[src/pkg/blit_pkg.sv]
// constants shared by the block-transfer queue, engine and host feed
// assumes a single core clock and an AHB-Lite register port
package blit_pkg;

  // ----------------------------------------------------------------
  // register word indices (byte address = index * 4)
  // ----------------------------------------------------------------
  localparam int NREG = 13;
  localparam logic [3:0] IDX_SRC = 4'h0;
  localparam logic [3:0] IDX_PAT = 4'h1;
  localparam logic [3:0] IDX_DST = 4'h2;
  localparam logic [3:0] IDX_SOFF = 4'h3;
  localparam logic [3:0] IDX_POFF = 4'h4;
  localparam logic [3:0] IDX_DOFF = 4'h5;
  localparam logic [3:0] IDX_HORIZONTAL_COUNT = 4'h6;
  localparam logic [3:0] IDX_VERTICAL_COUNT = 4'h7;
  localparam logic [3:0] IDX_XPOS = 4'h8;
  localparam logic [3:0] IDX_YPOS = 4'h9;
  localparam logic [3:0] IDX_ROP = 4'hA;
  localparam logic [3:0] IDX_ROUTE = 4'hB;
  localparam logic [3:0] IDX_CTRL = 4'hC;
  localparam logic [3:0] IDX_OPST = 4'hD;
  localparam logic [3:0] IDX_STAT = 4'hE;
  localparam logic [3:0] IDX_DATA = 4'hF;

  // ----------------------------------------------------------------
  // field positions and reset values
  // ----------------------------------------------------------------
  localparam int OP_RESTORE_BIT = 0;
  localparam int OP_RESUME_BIT = 3;
  localparam int CTRL_SYNC_BIT = 4;
  localparam int CTRL_XDEC_BIT = 8;
  localparam int CTRL_YDEC_BIT = 9;
  localparam int CTRL_RLD_SRC_BIT = 12;
  localparam int CTRL_RLD_PAT_BIT = 13;
  localparam int STAT_BUSY_BIT = 0;
  localparam int STAT_WRST_BIT = 1;
  localparam int STAT_FAULT_BIT = 2;
  localparam logic [31:0] REG_RST = 32'h0000_0000;

  // ----------------------------------------------------------------
  // routing and width encodings
  // ----------------------------------------------------------------
  localparam logic [1:0] ADDRESS_ROUTE_FIELD_BLT = 2'h0;
  localparam logic [1:0] ADDRESS_ROUTE_FIELD_HOST = 2'h1;
  localparam logic [2:0] DATA_ROUTE_FIELD_MEM = 3'h0;
  localparam logic [2:0] DATA_ROUTE_FIELD_SRC = 3'h1;
  localparam logic [2:0] DATA_ROUTE_FIELD_MIX = 3'h2;
  localparam logic [2:0] DATA_ROUTE_FIELD_HORIZONTAL_COUNT = 3'h4;
  localparam logic [2:0] DATA_ROUTE_FIELD_VERTICAL_COUNT = 3'h5;

  function automatic logic [2:0] width_bytes(input logic [1:0] enc);
    case (enc)
      2'h0: width_bytes = 3'h1;
      2'h1: width_bytes = 3'h2;
      default: width_bytes = 3'h4;
    endcase
  endfunction : width_bytes

endpackage : blit_pkg

[src/blit_engine.sv]
// block-transfer queue, working set, address walker and AHB-Lite port
// assumes display memory bytes at the three pointer outputs are valid
`timescale 1ns/1ps

// Overview of operation
// [RL1] queued values survive every restore transfer
// [RL2] register reads show only internal state
// [RL3] restore bit moves queue into internal
// [RL4] host restores only while engine idle; the code also restores while the engine is busy
// [RL5] source, pattern three stages; others two
// [RL6] internal pointers step through memory
// [RL7] reload bits keep current source, pattern
// [RL8] finished pointers sit on next line
// [RL9] internal X, Y positions track progress
// [RL10] step map only when raster op uses
// [RL11] engine walks; route picks data origin
// [RL12] host paces each step in route 01
// [RL13] byte write loads count and starts
// [RL14] per byte three-input op chosen by mix
// [RL15] mix never read from display memory
// [RL16] gather transfer width before releasing data
// [RL17] accumulation only for host source, mix
// [RL18] host aligns word and double writes
// [RL19] surplus host bytes dropped at line end
// [RL20] decreasing start derived from last element
// [RL21] sync on: wait states while full
// [RL22] mix bit order follows X direction
// [RL23] sync off: full write dropped, faulted
// [RL24] walk line by count, add offsets
// [RL25] write status shows room for data
module blit_engine
  import blit_pkg::*;
(
  // clock and reset
  input wire logic clk_i,
  input wire logic srst_i,
  input wire logic ce_i,
  // ahb-lite slave
  input wire logic hsel_i,
  input wire logic [31:0] haddr_i,
  input wire logic [1:0] htrans_i,
  input wire logic hwrite_i,
  input wire logic [2:0] hsize_i,
  input wire logic [31:0] hwdata_i,
  input wire logic hready_i,
  output logic hreadyout_o,
  output logic [31:0] hrdata_o,
  output logic hresp_o,
  // display memory
  input wire logic [7:0] mem_src_i,
  input wire logic [7:0] mem_pat_i,
  input wire logic [7:0] mem_dst_i,
  output logic [31:0] src_ptr_o,
  output logic [31:0] pat_ptr_o,
  output logic [31:0] dst_ptr_o,
  output logic step_o,
  output logic [31:0] wr_addr_o,
  output logic [7:0] result_o,
  // status
  output logic busy_o,
  output logic fault_o
);

  // ----------------------------------------------------------------
  // helpers
  // ----------------------------------------------------------------
  function automatic logic rop_uses(input logic [7:0] r, input int b);
    rop_uses = 1'b0;
    for (int i = 0; i < 8; i++) begin
      if (r[i] != r[i ^ (1 << b)]) begin
        rop_uses = 1'b1;
      end
    end
  endfunction : rop_uses

  function automatic logic [7:0] rop_apply(input logic [7:0] r, input logic [7:0] sv,
                                           input logic [7:0] pv, input logic [7:0] dv);
    for (int j = 0; j < 8; j++) begin
      rop_apply[j] = r[{pv[j], sv[j], dv[j]}];
    end
  endfunction : rop_apply

  function automatic logic [31:0] advance(input logic [31:0] a, input logic xdec,
                                          input logic ydec, input logic lend,
                                          input logic [31:0] off, input logic [11:0] xc);
    logic [31:0] b;
    b = xdec ? a - 32'h1 : a + 32'h1;
    if (lend) begin
      // next line starts one offset beyond this line's first byte
      b = xdec ? a + {20'h0, xc} : a - {20'h0, xc};
      b = ydec ? b - off : b + off;
    end
    advance = b;
  endfunction : advance

  function automatic logic [3:0] lanes_of(input logic [2:0] sz, input logic [1:0] a);
    case (sz)
      3'h0: lanes_of = 4'h1 << a;
      3'h1: lanes_of = a[1] ? 4'hC : 4'h3;
      default: lanes_of = 4'hF;
    endcase
  endfunction : lanes_of

  // ----------------------------------------------------------------
  // state
  // ----------------------------------------------------------------
  typedef struct packed {
    logic [NREG-1:0][31:0] q;
    logic [NREG-1:0][31:0] w;
    logic [31:0] init_src;
    logic [31:0] init_pat;
    logic [31:0] word;
    logic [31:0] hrdata;
    logic [31:0] wr_addr;
    logic [3:0] idx;
    logic [3:0] lanes;
    logic [1:0] alow;
    logic wpend;
    logic rpend;
    logic hready;
    logic hresp;
    logic fault;
    logic run;
    logic have_word;
    logic tok;
    logic step;
    logic [5:0] kidx;
    logic [7:0] result;
  } state_s;

  state_s s_reg;
  state_s s_next;
  logic feed_wr;
  logic feed_flush;
  logic feed_take;
  logic feed_in_ready;
  logic feed_valid;
  logic [31:0] feed_data;
  logic restore_now;
  logic drop_now;
  logic stall_now;
  logic stepping;
  logic lend;
  logic mix_bit;
  logic [31:0] rd_mux;

  blit_host_feed u_feed (
    .clk_i(clk_i),
    .srst_i(srst_i),
    .ce_i(ce_i),
    .wr_i(feed_wr),
    .lanes_i(s_reg.lanes),
    .wdata_i(hwdata_i),
    .width_i(s_reg.w[IDX_CTRL][1:0]),
    .flush_i(feed_flush),
    .in_ready_o(feed_in_ready),
    .out_valid_o(feed_valid),
    .out_data_o(feed_data),
    .out_ready_i(feed_take)
  );

  // ----------------------------------------------------------------
  // next state
  // ----------------------------------------------------------------
  always_comb begin
    logic [2:0] data_route_field;
    logic [1:0] address_route_field;
    logic xdec;
    logic ydec;
    logic host_src;
    logic host_mix;
    logic need_word;
    logic unit_ok;
    logic yend;
    logic [7:0] sb;
    logic [7:0] rop;
    logic [5:0] nu;
    logic [5:0] bi;
    logic [2:0] nb;
    logic [2:0] qd;
    logic [2:0] nbq;
    logic [31:0] m;
    data_route_field = s_reg.w[IDX_ROUTE][2:0];
    address_route_field = s_reg.w[IDX_ROUTE][5:4];
    xdec = s_reg.w[IDX_CTRL][CTRL_XDEC_BIT];
    ydec = s_reg.w[IDX_CTRL][CTRL_YDEC_BIT];
    nb = width_bytes(s_reg.w[IDX_CTRL][1:0]);
    host_src = data_route_field == DATA_ROUTE_FIELD_SRC; // RL11
    host_mix = data_route_field == DATA_ROUTE_FIELD_MIX;
    need_word = host_src || host_mix; // RL17
    nu = host_mix ? {nb, 3'b000} : {3'b000, nb};
    qd = s_reg.q[IDX_ROUTE][2:0];
    nbq = width_bytes(s_reg.q[IDX_CTRL][1:0]);
    s_next = s_reg;
    s_next.step = 1'b0;
    s_next.hresp = 1'b0;
    feed_wr = 1'b0;
    feed_flush = 1'b0;
    restore_now = 1'b0;
    drop_now = 1'b0;
    stall_now = 1'b0;
    lend = s_reg.w[IDX_XPOS][11:0] == s_reg.w[IDX_HORIZONTAL_COUNT][11:0];
    yend = s_reg.w[IDX_YPOS][11:0] == s_reg.w[IDX_VERTICAL_COUNT][11:0];
    // host word pacing for host data routes, token pacing in route 01, free running otherwise
    unit_ok = need_word ? s_reg.have_word : (address_route_field == ADDRESS_ROUTE_FIELD_HOST ? s_reg.tok : 1'b1); // RL12
    stepping = s_reg.run && unit_ok;
    feed_take = s_reg.run && need_word && !s_reg.have_word && feed_valid;
    bi = xdec ? nu - 6'h1 - s_reg.kidx : s_reg.kidx; // RL22
    mix_bit = host_mix ? s_reg.word[bi[4:0]] : 1'b1; // RL15
    sb = host_src ? 8'(s_reg.word >> {s_reg.kidx[1:0], 3'b000}) : mem_src_i;
    rop = mix_bit ? s_reg.w[IDX_ROP][7:0] : s_reg.w[IDX_ROP][15:8];
    m = REG_RST;
    for (int j = 0; j < 4; j++) begin
      m[j * 8 +: 8] = {8{s_reg.lanes[j]}};
    end
    rd_mux = REG_RST;
    if (s_reg.idx < 4'(NREG)) begin
      rd_mux = s_reg.w[s_reg.idx]; // RL2
    end else if (s_reg.idx == IDX_STAT) begin
      rd_mux[STAT_BUSY_BIT] = s_reg.run;
      rd_mux[STAT_WRST_BIT] = need_word ? feed_in_ready : !s_reg.tok; // RL25
      rd_mux[STAT_FAULT_BIT] = s_reg.fault;
    end

    // --------------------------------------------------------------
    // engine walk
    // --------------------------------------------------------------
    if (feed_take) begin
      s_next.have_word = 1'b1;
      s_next.word = feed_data;
      s_next.kidx = 6'h0;
    end
    if (stepping) begin
      s_next.step = 1'b1;
      s_next.wr_addr = s_reg.w[IDX_DST];
      s_next.result = rop_apply(rop, sb, mem_pat_i, mem_dst_i); // RL14
      if (!host_src && (rop_uses(s_reg.w[IDX_ROP][7:0], 1) ||
                        rop_uses(s_reg.w[IDX_ROP][15:8], 1))) begin
        s_next.w[IDX_SRC] = advance(s_reg.w[IDX_SRC], xdec, ydec, lend,
                                    s_reg.w[IDX_SOFF], s_reg.w[IDX_HORIZONTAL_COUNT][11:0]); // RL10
      end
      if (rop_uses(s_reg.w[IDX_ROP][7:0], 2) || rop_uses(s_reg.w[IDX_ROP][15:8], 2)) begin
        s_next.w[IDX_PAT] = advance(s_reg.w[IDX_PAT], xdec, ydec, lend,
                                    s_reg.w[IDX_POFF], s_reg.w[IDX_HORIZONTAL_COUNT][11:0]); // RL6
      end
      s_next.w[IDX_DST] = advance(s_reg.w[IDX_DST], xdec, ydec, lend,
                                  s_reg.w[IDX_DOFF], s_reg.w[IDX_HORIZONTAL_COUNT][11:0]); // RL8
      s_next.w[IDX_XPOS] = lend ? REG_RST : {20'h0, s_reg.w[IDX_XPOS][11:0] + 12'h1}; // RL9
      if (lend) begin
        if (yend) begin
          s_next.run = 1'b0; // RL24
        end else begin
          s_next.w[IDX_YPOS] = {20'h0, s_reg.w[IDX_YPOS][11:0] + 12'h1};
        end
      end
      if (need_word) begin
        if (lend || s_reg.kidx == nu - 6'h1) begin
          s_next.have_word = 1'b0; // RL19
        end else begin
          s_next.kidx = s_reg.kidx + 6'h1;
        end
      end
      s_next.tok = 1'b0;
    end

    // --------------------------------------------------------------
    // bus: each transfer takes one wait state so data is settled, more while a synced full data write stalls
    // --------------------------------------------------------------
    if (hsel_i && htrans_i[1] && hready_i && s_reg.hready) begin
      s_next.idx = haddr_i[5:2];
      s_next.alow = haddr_i[1:0];
      s_next.lanes = lanes_of(hsize_i, haddr_i[1:0]);
      s_next.wpend = hwrite_i;
      s_next.rpend = !hwrite_i;
      s_next.hready = 1'b0;
    end
    if (s_reg.rpend) begin
      s_next.hrdata = rd_mux;
      s_next.rpend = 1'b0;
      s_next.hready = 1'b1;
    end
    if (s_reg.wpend) begin
      s_next.wpend = 1'b0;
      s_next.hready = 1'b1;
      if (s_reg.idx < 4'(NREG)) begin
        s_next.q[s_reg.idx] = (s_reg.q[s_reg.idx] & ~m) | (hwdata_i & m);
      end else if (s_reg.idx == IDX_OPST) begin
        if (hwdata_i[OP_RESTORE_BIT]) begin
          restore_now = 1'b1;
          for (int k = 0; k < NREG; k++) begin
            s_next.w[k] = s_reg.q[k]; // RL3
          end
          s_next.init_src = s_reg.q[IDX_SRC]; // RL5
          s_next.init_pat = s_reg.q[IDX_PAT];
          s_next.w[IDX_SRC] = s_reg.q[IDX_CTRL][CTRL_RLD_SRC_BIT] ?
                              s_reg.w[IDX_SRC] : s_reg.init_src; // RL7
          s_next.w[IDX_PAT] = s_reg.q[IDX_CTRL][CTRL_RLD_PAT_BIT] ?
                              s_reg.w[IDX_PAT] : s_reg.init_pat;
          if ((qd == DATA_ROUTE_FIELD_SRC || qd == DATA_ROUTE_FIELD_MIX) && s_reg.q[IDX_CTRL][CTRL_XDEC_BIT]) begin
            s_next.w[IDX_DST] = s_reg.q[IDX_DST] + 32'(nbq) - 32'h1; // RL20
          end
        end
        if (hwdata_i[OP_RESUME_BIT]) begin
          s_next.run = 1'b1;
          s_next.have_word = 1'b0;
          s_next.tok = 1'b0;
          feed_flush = 1'b1;
        end
      end else if (s_reg.idx == IDX_STAT) begin
        if (hwdata_i[STAT_FAULT_BIT]) begin
          s_next.fault = 1'b0;
        end
      end else if (s_reg.idx == IDX_DATA) begin
        if (data_route_field == DATA_ROUTE_FIELD_HORIZONTAL_COUNT || data_route_field == DATA_ROUTE_FIELD_VERTICAL_COUNT) begin
          if (data_route_field == DATA_ROUTE_FIELD_HORIZONTAL_COUNT) begin
            s_next.w[IDX_HORIZONTAL_COUNT][7:0] = 8'(hwdata_i >> {s_reg.alow, 3'b000}); // RL13
          end else begin
            s_next.w[IDX_VERTICAL_COUNT][7:0] = 8'(hwdata_i >> {s_reg.alow, 3'b000});
          end
          s_next.w[IDX_XPOS] = REG_RST;
          s_next.w[IDX_YPOS] = REG_RST;
          s_next.run = 1'b1;
        end else if ((need_word && !feed_in_ready) ||
                     (!need_word && s_reg.tok && !stepping)) begin
          if (s_reg.w[IDX_CTRL][CTRL_SYNC_BIT]) begin
            stall_now = 1'b1; // RL21
            s_next.wpend = 1'b1;
            s_next.hready = 1'b0;
          end else begin
            drop_now = 1'b1; // RL23
          end
        end else if (need_word) begin
          feed_wr = 1'b1; // RL16
        end else if (address_route_field == ADDRESS_ROUTE_FIELD_HOST && s_reg.run) begin
          s_next.tok = 1'b1; // RL12
        end
      end
    end
    if (drop_now) begin
      s_next.fault = 1'b1;
    end
  end

  always_ff @(posedge clk_i) begin
    if (srst_i) begin
      s_reg <= '0;
      s_reg.hready <= 1'b1;
    end else if (ce_i) begin
      s_reg <= s_next;
    end
  end

  // ----------------------------------------------------------------
  // outputs
  // ----------------------------------------------------------------
  assign hreadyout_o = s_reg.hready;
  assign hrdata_o = s_reg.hrdata;
  assign hresp_o = s_reg.hresp;
  assign src_ptr_o = s_reg.w[IDX_SRC];
  assign pat_ptr_o = s_reg.w[IDX_PAT];
  assign dst_ptr_o = s_reg.w[IDX_DST];
  assign step_o = s_reg.step;
  assign wr_addr_o = s_reg.wr_addr;
  assign result_o = s_reg.result;
  assign busy_o = s_reg.run;
  assign fault_o = s_reg.fault;
endmodule : blit_engine

[src/blit_host_feed.sv]
// host data accumulator: gathers one transfer-width element
// assumes lanes follow the host's aligned writes
`timescale 1ns/1ps
module blit_host_feed
  import blit_pkg::*;
(
  // clock and reset
  input wire logic clk_i,
  input wire logic srst_i,
  input wire logic ce_i,
  // host side
  input wire logic wr_i,
  input wire logic [3:0] lanes_i,
  input wire logic [31:0] wdata_i,
  input wire logic [1:0] width_i,
  input wire logic flush_i,
  output logic in_ready_o,
  // engine side
  output logic out_valid_o,
  output logic [31:0] out_data_o,
  input wire logic out_ready_i
);

  typedef struct packed {
    logic [31:0] data;
    logic [2:0] cnt;
    logic valid;
  } feed_s;

  feed_s s_reg;
  feed_s s_next;

  always_comb begin
    logic [2:0] nb;
    logic [1:0] pos;
    nb = width_bytes(width_i);
    pos = 2'h0;
    s_next = s_reg;
    if (flush_i || (out_ready_i && s_reg.valid)) begin
      s_next = '0;
    end
    // byte position depends only on lane and width, so cycle order never matters
    if (wr_i && !s_reg.valid && !flush_i) begin
      for (int j = 0; j < 4; j++) begin
        if (lanes_i[j]) begin
          pos = 2'(j) & 2'(nb - 3'h1);
          s_next.data[{pos, 3'b000} +: 8] = wdata_i[j * 8 +: 8];
          s_next.cnt = s_next.cnt + 3'h1;
        end
      end
      if (s_next.cnt >= nb) begin
        s_next.valid = 1'b1; // RL16
      end
    end
  end

  always_ff @(posedge clk_i) begin
    if (srst_i) begin
      s_reg <= '0;
    end else if (ce_i) begin
      s_reg <= s_next;
    end
  end

  assign in_ready_o = !s_reg.valid;
  assign out_valid_o = s_reg.valid;
  assign out_data_o = s_reg.data;

endmodule : blit_host_feed
[config.mk]
export PLATFORM = sky130hd
export DESIGN_NAME = blit_engine
export DESIGN_NICKNAME = d
export VERILOG_FILES = /design/src/pkg/blit_pkg.sv /design/src/blit_engine.sv /design/src/blit_host_feed.sv
export SDC_FILE = /design/constraint.sdc
export NUM_CORES = 2
export LEC_CHECK = 0
export BUFFER_PORTS_ARGS = -buffer_cell sky130_fd_sc_hd__buf_2
export CORE_UTILIZATION = 26
export DETAILED_ROUTE_END_ITERATION = 8
export PLACE_DENSITY_LB_ADDON = 0.25
export SETUP_SLACK_MARGIN = 0.3
export SLEW_MARGIN = 20
export SYNTH_ARGS = -nofsm -noshare
export SYNTH_HDL_FRONTEND = slang
export SYNTH_SLANG_ARGS = --single-unit
[constraint.sdc]
create_clock -name clk_i -period 8.5 [get_ports clk_i]
set_input_delay 0.425 -clock clk_i [delete_from_list [all_inputs] [get_ports clk_i]]
set_output_delay 0.425 -clock clk_i [all_outputs]
set_load 0.02 [all_outputs]
[Yosys cells after proc, flatten, opt, wreduce, memory -nomap -nowiden]
Index checks and enable logic that the tools add are counted.
Widths: inputs -> output; s select.
Operators by class
  add/sub/neg operators: 33
  $lt $le $gt $ge: 13
  shift-type cells: 9
  multiply operators: 0
  reduce and logical (&&, ||, !) cells: 59
  eq/ne operators: 55
  bitwise gates (word level): 5
  divide/modulo/power cells: 0
  mux-type cells: 197
Operator list (number)
  $mux 384: 3
  $mux 32: 22
  $bwmux 416: 1
  $mux 64: 5
  $bmux 32 s4: 2
  $mux 256: 1
  $mux 35: 7
  $demux 32 s4: 1
  $sub 32x1->32 const B: 4
  $mux 1: 106
  $add 32x1->32 const B: 3
  $add 32x12->32: 3
  $add 32x32->32: 3
  $bwmux 32: 3
  $mux 8: 12
  $mux 96: 1
  $shift 8x7->32 const A: 3
  $shiftx 8x7->32: 3
  $sub 32x12->32: 3
  $sub 32x32->32: 3
  $mux 36: 2
  $and 32x32->32: 2
  $shr 32x5->8: 2
  $mux 24: 2
  other kinds (54): 174
Storage, ports and cells
  bits in registers: 1060
  bits of input ports: 99
  memory bits (read-only): 0
  memories: 0
  bits in latches: 0
  RAM bits: 0
  output and inout bits: 173

[Depth between registers and ports, before layout]
  word-level depth: 29
  gate-level depth with buffers: 29
  gate-level depth less buffers: 29

[Cells and area by module]
Synthesis repeated with hierarchy kept, for this count alone.
Second synthesis, totals
  cell total of the unflattened synthesis: 8677
  area, all modules: 68648.3 um2
Modules (own cells, without submodules)
  blit_engine: times used 1, cells each 8367, sequential area each 20499.7 um2, area an instance 66020.8 um2
  blit_host_feed: times used 1, cells each 310, sequential area each 720.7 um2, area an instance 2627.5 um2

[Least setup slack after synthesis]
Ideal clock, no wire load.
  kind: flip-flop to flip-flop
  from: register s_reg[585] (netlist bit)
  to: register s_reg (netlist bit src_ptr_o[31])
  stages on the path, launching flop included: 28
  path buffers: 2
  arrival time: 7016 ps
  required time: 8375 ps
  period minus slack after synthesis: 7141 ps
  slack: 1359 ps
  cells stage by stage: dfxtp_1 -> buf_4 -> clkbuf_1 -> nor2_1 -> xor2_1 -> ha_1 -> nand2_1 -> o311ai_0 -> o41ai_1 -> nor3b_1 -> nor2_1 -> o21a_1 -> o21ai_0 -> nand2_1 -> and2_1 -> o21ai_0 -> a21oi_1 -> ha_1 -> nand4_1 -> o311ai_0 -> a31oi_1 -> a21boi_0 -> o21ai_0 -> o21ai_0 -> o21ai_0 -> xor2_1 -> xnor2_1 -> a21boi_0
Between the ends
  longest elaborated chain between the ends: 10
RTL lines
  from (decl): line blit_engine.sv:131  | state_s s_reg;
  from (signal assigned): line blit_engine.sv:349  | s_reg <= s_next;
  $mux 32: line blit_engine.sv:90  | b = xdec ? a + {20'h0, xc} : a - {20'h0, xc};
  $add 32x32->32 or $sub 32x32->32 (tied branches): line blit_engine.sv:91  | b = ydec ? b - off : b + off;
  $mux 32: line blit_engine.sv:91
  $mux 32 *: line blit_engine.sv:88  | if (lend) begin
  $mux 32 *: line blit_engine.sv:237  | if (!host_src && (rop_uses(s_reg.w[IDX_ROP][7:0], 1) ||
  $mux 96 *: line blit_engine.sv:233  | if (stepping) begin
  $mux 384: line blit_engine.sv:288  | if (hwdata_i[OP_RESTORE_BIT]) begin
  $mux 256: line blit_engine.sv:287  | end else if (s_reg.idx == IDX_OPST) begin
  $mux 384: line blit_engine.sv:285  | if (s_reg.idx < 4'(NREG)) begin
  $mux 384 *: line blit_engine.sv:282  | if (s_reg.wpend) begin
Every way passes the cells marked *; elsewhere a longest branch is shown, timed or not. The select of a mux whose other input is x is not followed.
A chain may end at the register's enable or synchronous reset.

[Final worst setup path]
  from: register s_reg[385] (netlist bit)
  to: register s_reg (netlist bit src_ptr_o[31])
Between the ends
  longest elaborated chain between the ends: 11
RTL lines (line)
  $sub 32x12->32 or $add 32x12->32 (tied branches): blit_engine.sv:90
  $mux 32: blit_engine.sv:90
  $add 32x32->32 or $sub 32x32->32 (tied branches): blit_engine.sv:91
  $mux 32: blit_engine.sv:91
  $mux 32 *: blit_engine.sv:88
  $mux 32 *: blit_engine.sv:237
  $mux 96 *: blit_engine.sv:233
  $mux 384: blit_engine.sv:288
  $mux 256: blit_engine.sv:287
  $mux 384: blit_engine.sv:285
  $mux 384 *: blit_engine.sv:282
Marked as above.

==> impl_metrics.ini <==
[placed_design]
port-buffer-count = 243
dpl.cell_count = 11600
place_ws_ps = 969
dpl.hpwl_um = 218000
dpl_cell_area_mm2 = 0.0707
globalplace.congestion = 0.963

[finish]
drive_gt1_share_pct = 11.5
fill_cells = 27500
stdcell_count = 11900
largest_reg_flops = 852
regArea_mm2 = 0.0212
layout.nets = 8837
postLayoutCellArea_mm2 = 0.0757
syn_to_final_growth_pct = 12.7
multi_input_area_mm2 = 0.0419

[clock_network]
cts_root_buffer = clkbuf_16
ctsResizeCount = 0
htree_levels = 4
path_clk_slew_ps = 60
cts_buffers = 140
cts_tree = yes
ctsLongestPathBuffers = 3
clk_latency_ps = 840
cts_sinks = 1060

[power]
leakagePower_nw = 27.6
peakVddDrop_uv = 160
cellInternalPower_mw = 8.62
power_frac_comb_pct = 3.3
netSwitchingFraction_pct = 25.1
p_seq_share_pct = 43.2
clkPwrFrac_pct = 53.5
powerDensity_mw_per_mm2 = 152
switchingPower_mw = 2.89

[logic_synthesis]
yosysMostFrequentCell = nand2_1
synth-seq-area-share_pct = 31.6
synth_nets = 8998
synth_edf_count = 0
yosysTopAreaCell = dfxtp_1
synth_ff_type = dfxtp_1
yosysTopAreaCellShare_pct = 31.6
postSynthCellCount = 8557
syn_area_per_cell_um2 = 7.86
synth_area_mm2 = 0.0672
synth_seq_cells = 1060
async_flop_share_pct = 0
ys.warnings.count = 0
synth_commonest_cells = nand2_1 (1961), a21oi_1 (1316), dfxtp_1 (1060)
synthTopCellsByArea = dfxtp_1 (32%), nand2_1 (11%), a21oi_1 (9.8%)
synth_cell_types = 87

[sta]
drv_slew = 0
finalClockSkew_ps = 49.0
fin_crit_ps = 7600
rsz0062_at_grt = no
period_share_pct = 89.4
slew_headroom_pct = 22.0
final.setup.tns_ps = 0
worst_slew_pin_slew_ps = 1170
setup_viol = 0
fmax_mhz = 132
hold_violations = 0
fin_ws_ps = 902

[worst_setup_path]
start_kind = flip-flop
slowest_delay_ps = 810
crit_required_ps = 9210
cp_common_cell = o21ai_0
endpoint_kind = flip-flop
crit_type = flip-flop to flip-flop
path_max_fanout = 8
worstPathArrival_ps = 8310
slowest_stage = o41ai_1

[floorplan]
coreArea_mm2 = 0.257
start_util_pct = 26.2
dieArea_mm2 = 0.261
ios = 272
die_h_um = 510
die_x_um = 510
row_count = 186

[drt]
routed_wl_um = 300000
ant_nets = 0
drtIter0Drc = 6406
drtPass1Iterations = 6
drc = 0
route.vias.total = 64300
via_per_inst = 5.41
post_drt_wl_per_cell_um = 25.2

[global_routing]
antenna_found_initial = 27
first_global_vias = 60800
grt_max_degree = 211
grtUsageTotal_pct = 22.4
grt_pass1_wl_um = 428000
grt-ovfl-total = 0

[run]
drv_cap = 0

[run_status]
status = finished clean

[hold_path]
min_path_type = input pin to flip-flop
==> layout by cell type (no fill, tap or decap), types with 57 or more instances in the layout <==
| master | instances |
|---|---|
| nor3_1 | 87 |
| xnor2_1 | 272 |
| xor2_1 | 146 |
| buf_2 | 242 |
| a21oi_1 | 1302 |
| o21a_1 | 59 |
| o21ai_0 | 315 |
| nand2_1 | 1946 |
| buf_4 | 135 |
| inv_1 | 265 |
| nand3_1 | 90 |
| o211ai_1 | 67 |
| a21o_1 | 125 |
| nor2_1 | 459 |
| nand2b_1 | 57 |
| o22ai_1 | 62 |
| a211oi_1 | 101 |
| mux4_2 | 256 |
| ha_1 | 331 |
| mux2i_1 | 124 |
| dfxtp_1 | 1054 |
| clkbuf_16 | 140 |
| a22oi_1 | 77 |
==> stage by stage <==
stage                     power [mW]  hold WS [ps]  utilization [%]
after floorplan                 5.28           426                -
after global placement          5.44           437             27.5
after detailed placement        5.45           443             27.5
after CTS                       11.6          9.48             29.5
after global routing            11.8          34.2             29.5
final                           11.5          58.7             29.5
==> critical path: cells and delay by family (launching register included) <==
kind                       cells  cell delay, ps
and+or+nand+nor                7            1340
adders and majority gates      3            1000
DFF                            1             610
xor gates and xnor gates       3             970
AOI/OAI and AO/OA             14            3460
buffers and inverters          1              90
==> cell type report <==
type,instances,area share [%]
Antenna cell,6,0.0198
Inverter,268,1.33
Timing Repair Buffer,416,3.55
Clock buffer,192,5.10
Tap cell,3384,5.59
Clock inverter,59,1.04
Sequential cell,1060,28.1
Multi-Input combinational cell,6510,55.3
==> cells by family after synthesis <==
family | after synthesis | share of synthesized area (%)
adders and majority gates | 342 | 6.49
DFF | 1060 | 31.6
other | 1 | 0.00558
AOI/OAI and AO/OA | 2425 | 21.2
and+or+nand+nor | 2922 | 18.0
buffers and inverters | 987 | 6.51
xor gates and xnor gates | 418 | 5.45
muxes | 402 | 10.8
==> worst paths after layout <==
check             depth (start not counted)               endpoint  slack (ps)           from
hold / removal                            3  u_feed.out_data_o[30]          60   hwdata_i[30]
hold reg to reg                           2          wr_addr_o[15]         450  wr_addr_o[15]
setup / recovery                         28          src_ptr_o[31]         900     s_reg[385]
setup reg to reg                         28          src_ptr_o[31]         900     s_reg[385]
==> layer usage <==
layer,track usage (%),wire length [µm],up-vias
li1,-,-,29600
met1,30.5,132000,31500
met2,34.4,131000,2693
met3,4.00,23400,483
met4,9.79,13300,14
met5,0,94,-
==> timing repair <==
action | CTS | global route
hold endpoints to repair | 46 | 0
setup buffers | 0 | 0
hold buffers | 31 | 0
==> power by group through the flow <==
stage	registers [mW]	logic [mW]	clock network, mW
4_1_cts	4.97	0.375	6.27
3_3_place_gp	5.08	0.361	0
3_5_place_dp	5.08	0.363	0
6_report	4.97	0.380	6.15
5_1_grt	4.97	0.395	6.46
2_1_floorplan	5.08	0.200	0
(Power assumes the default switching activity.)
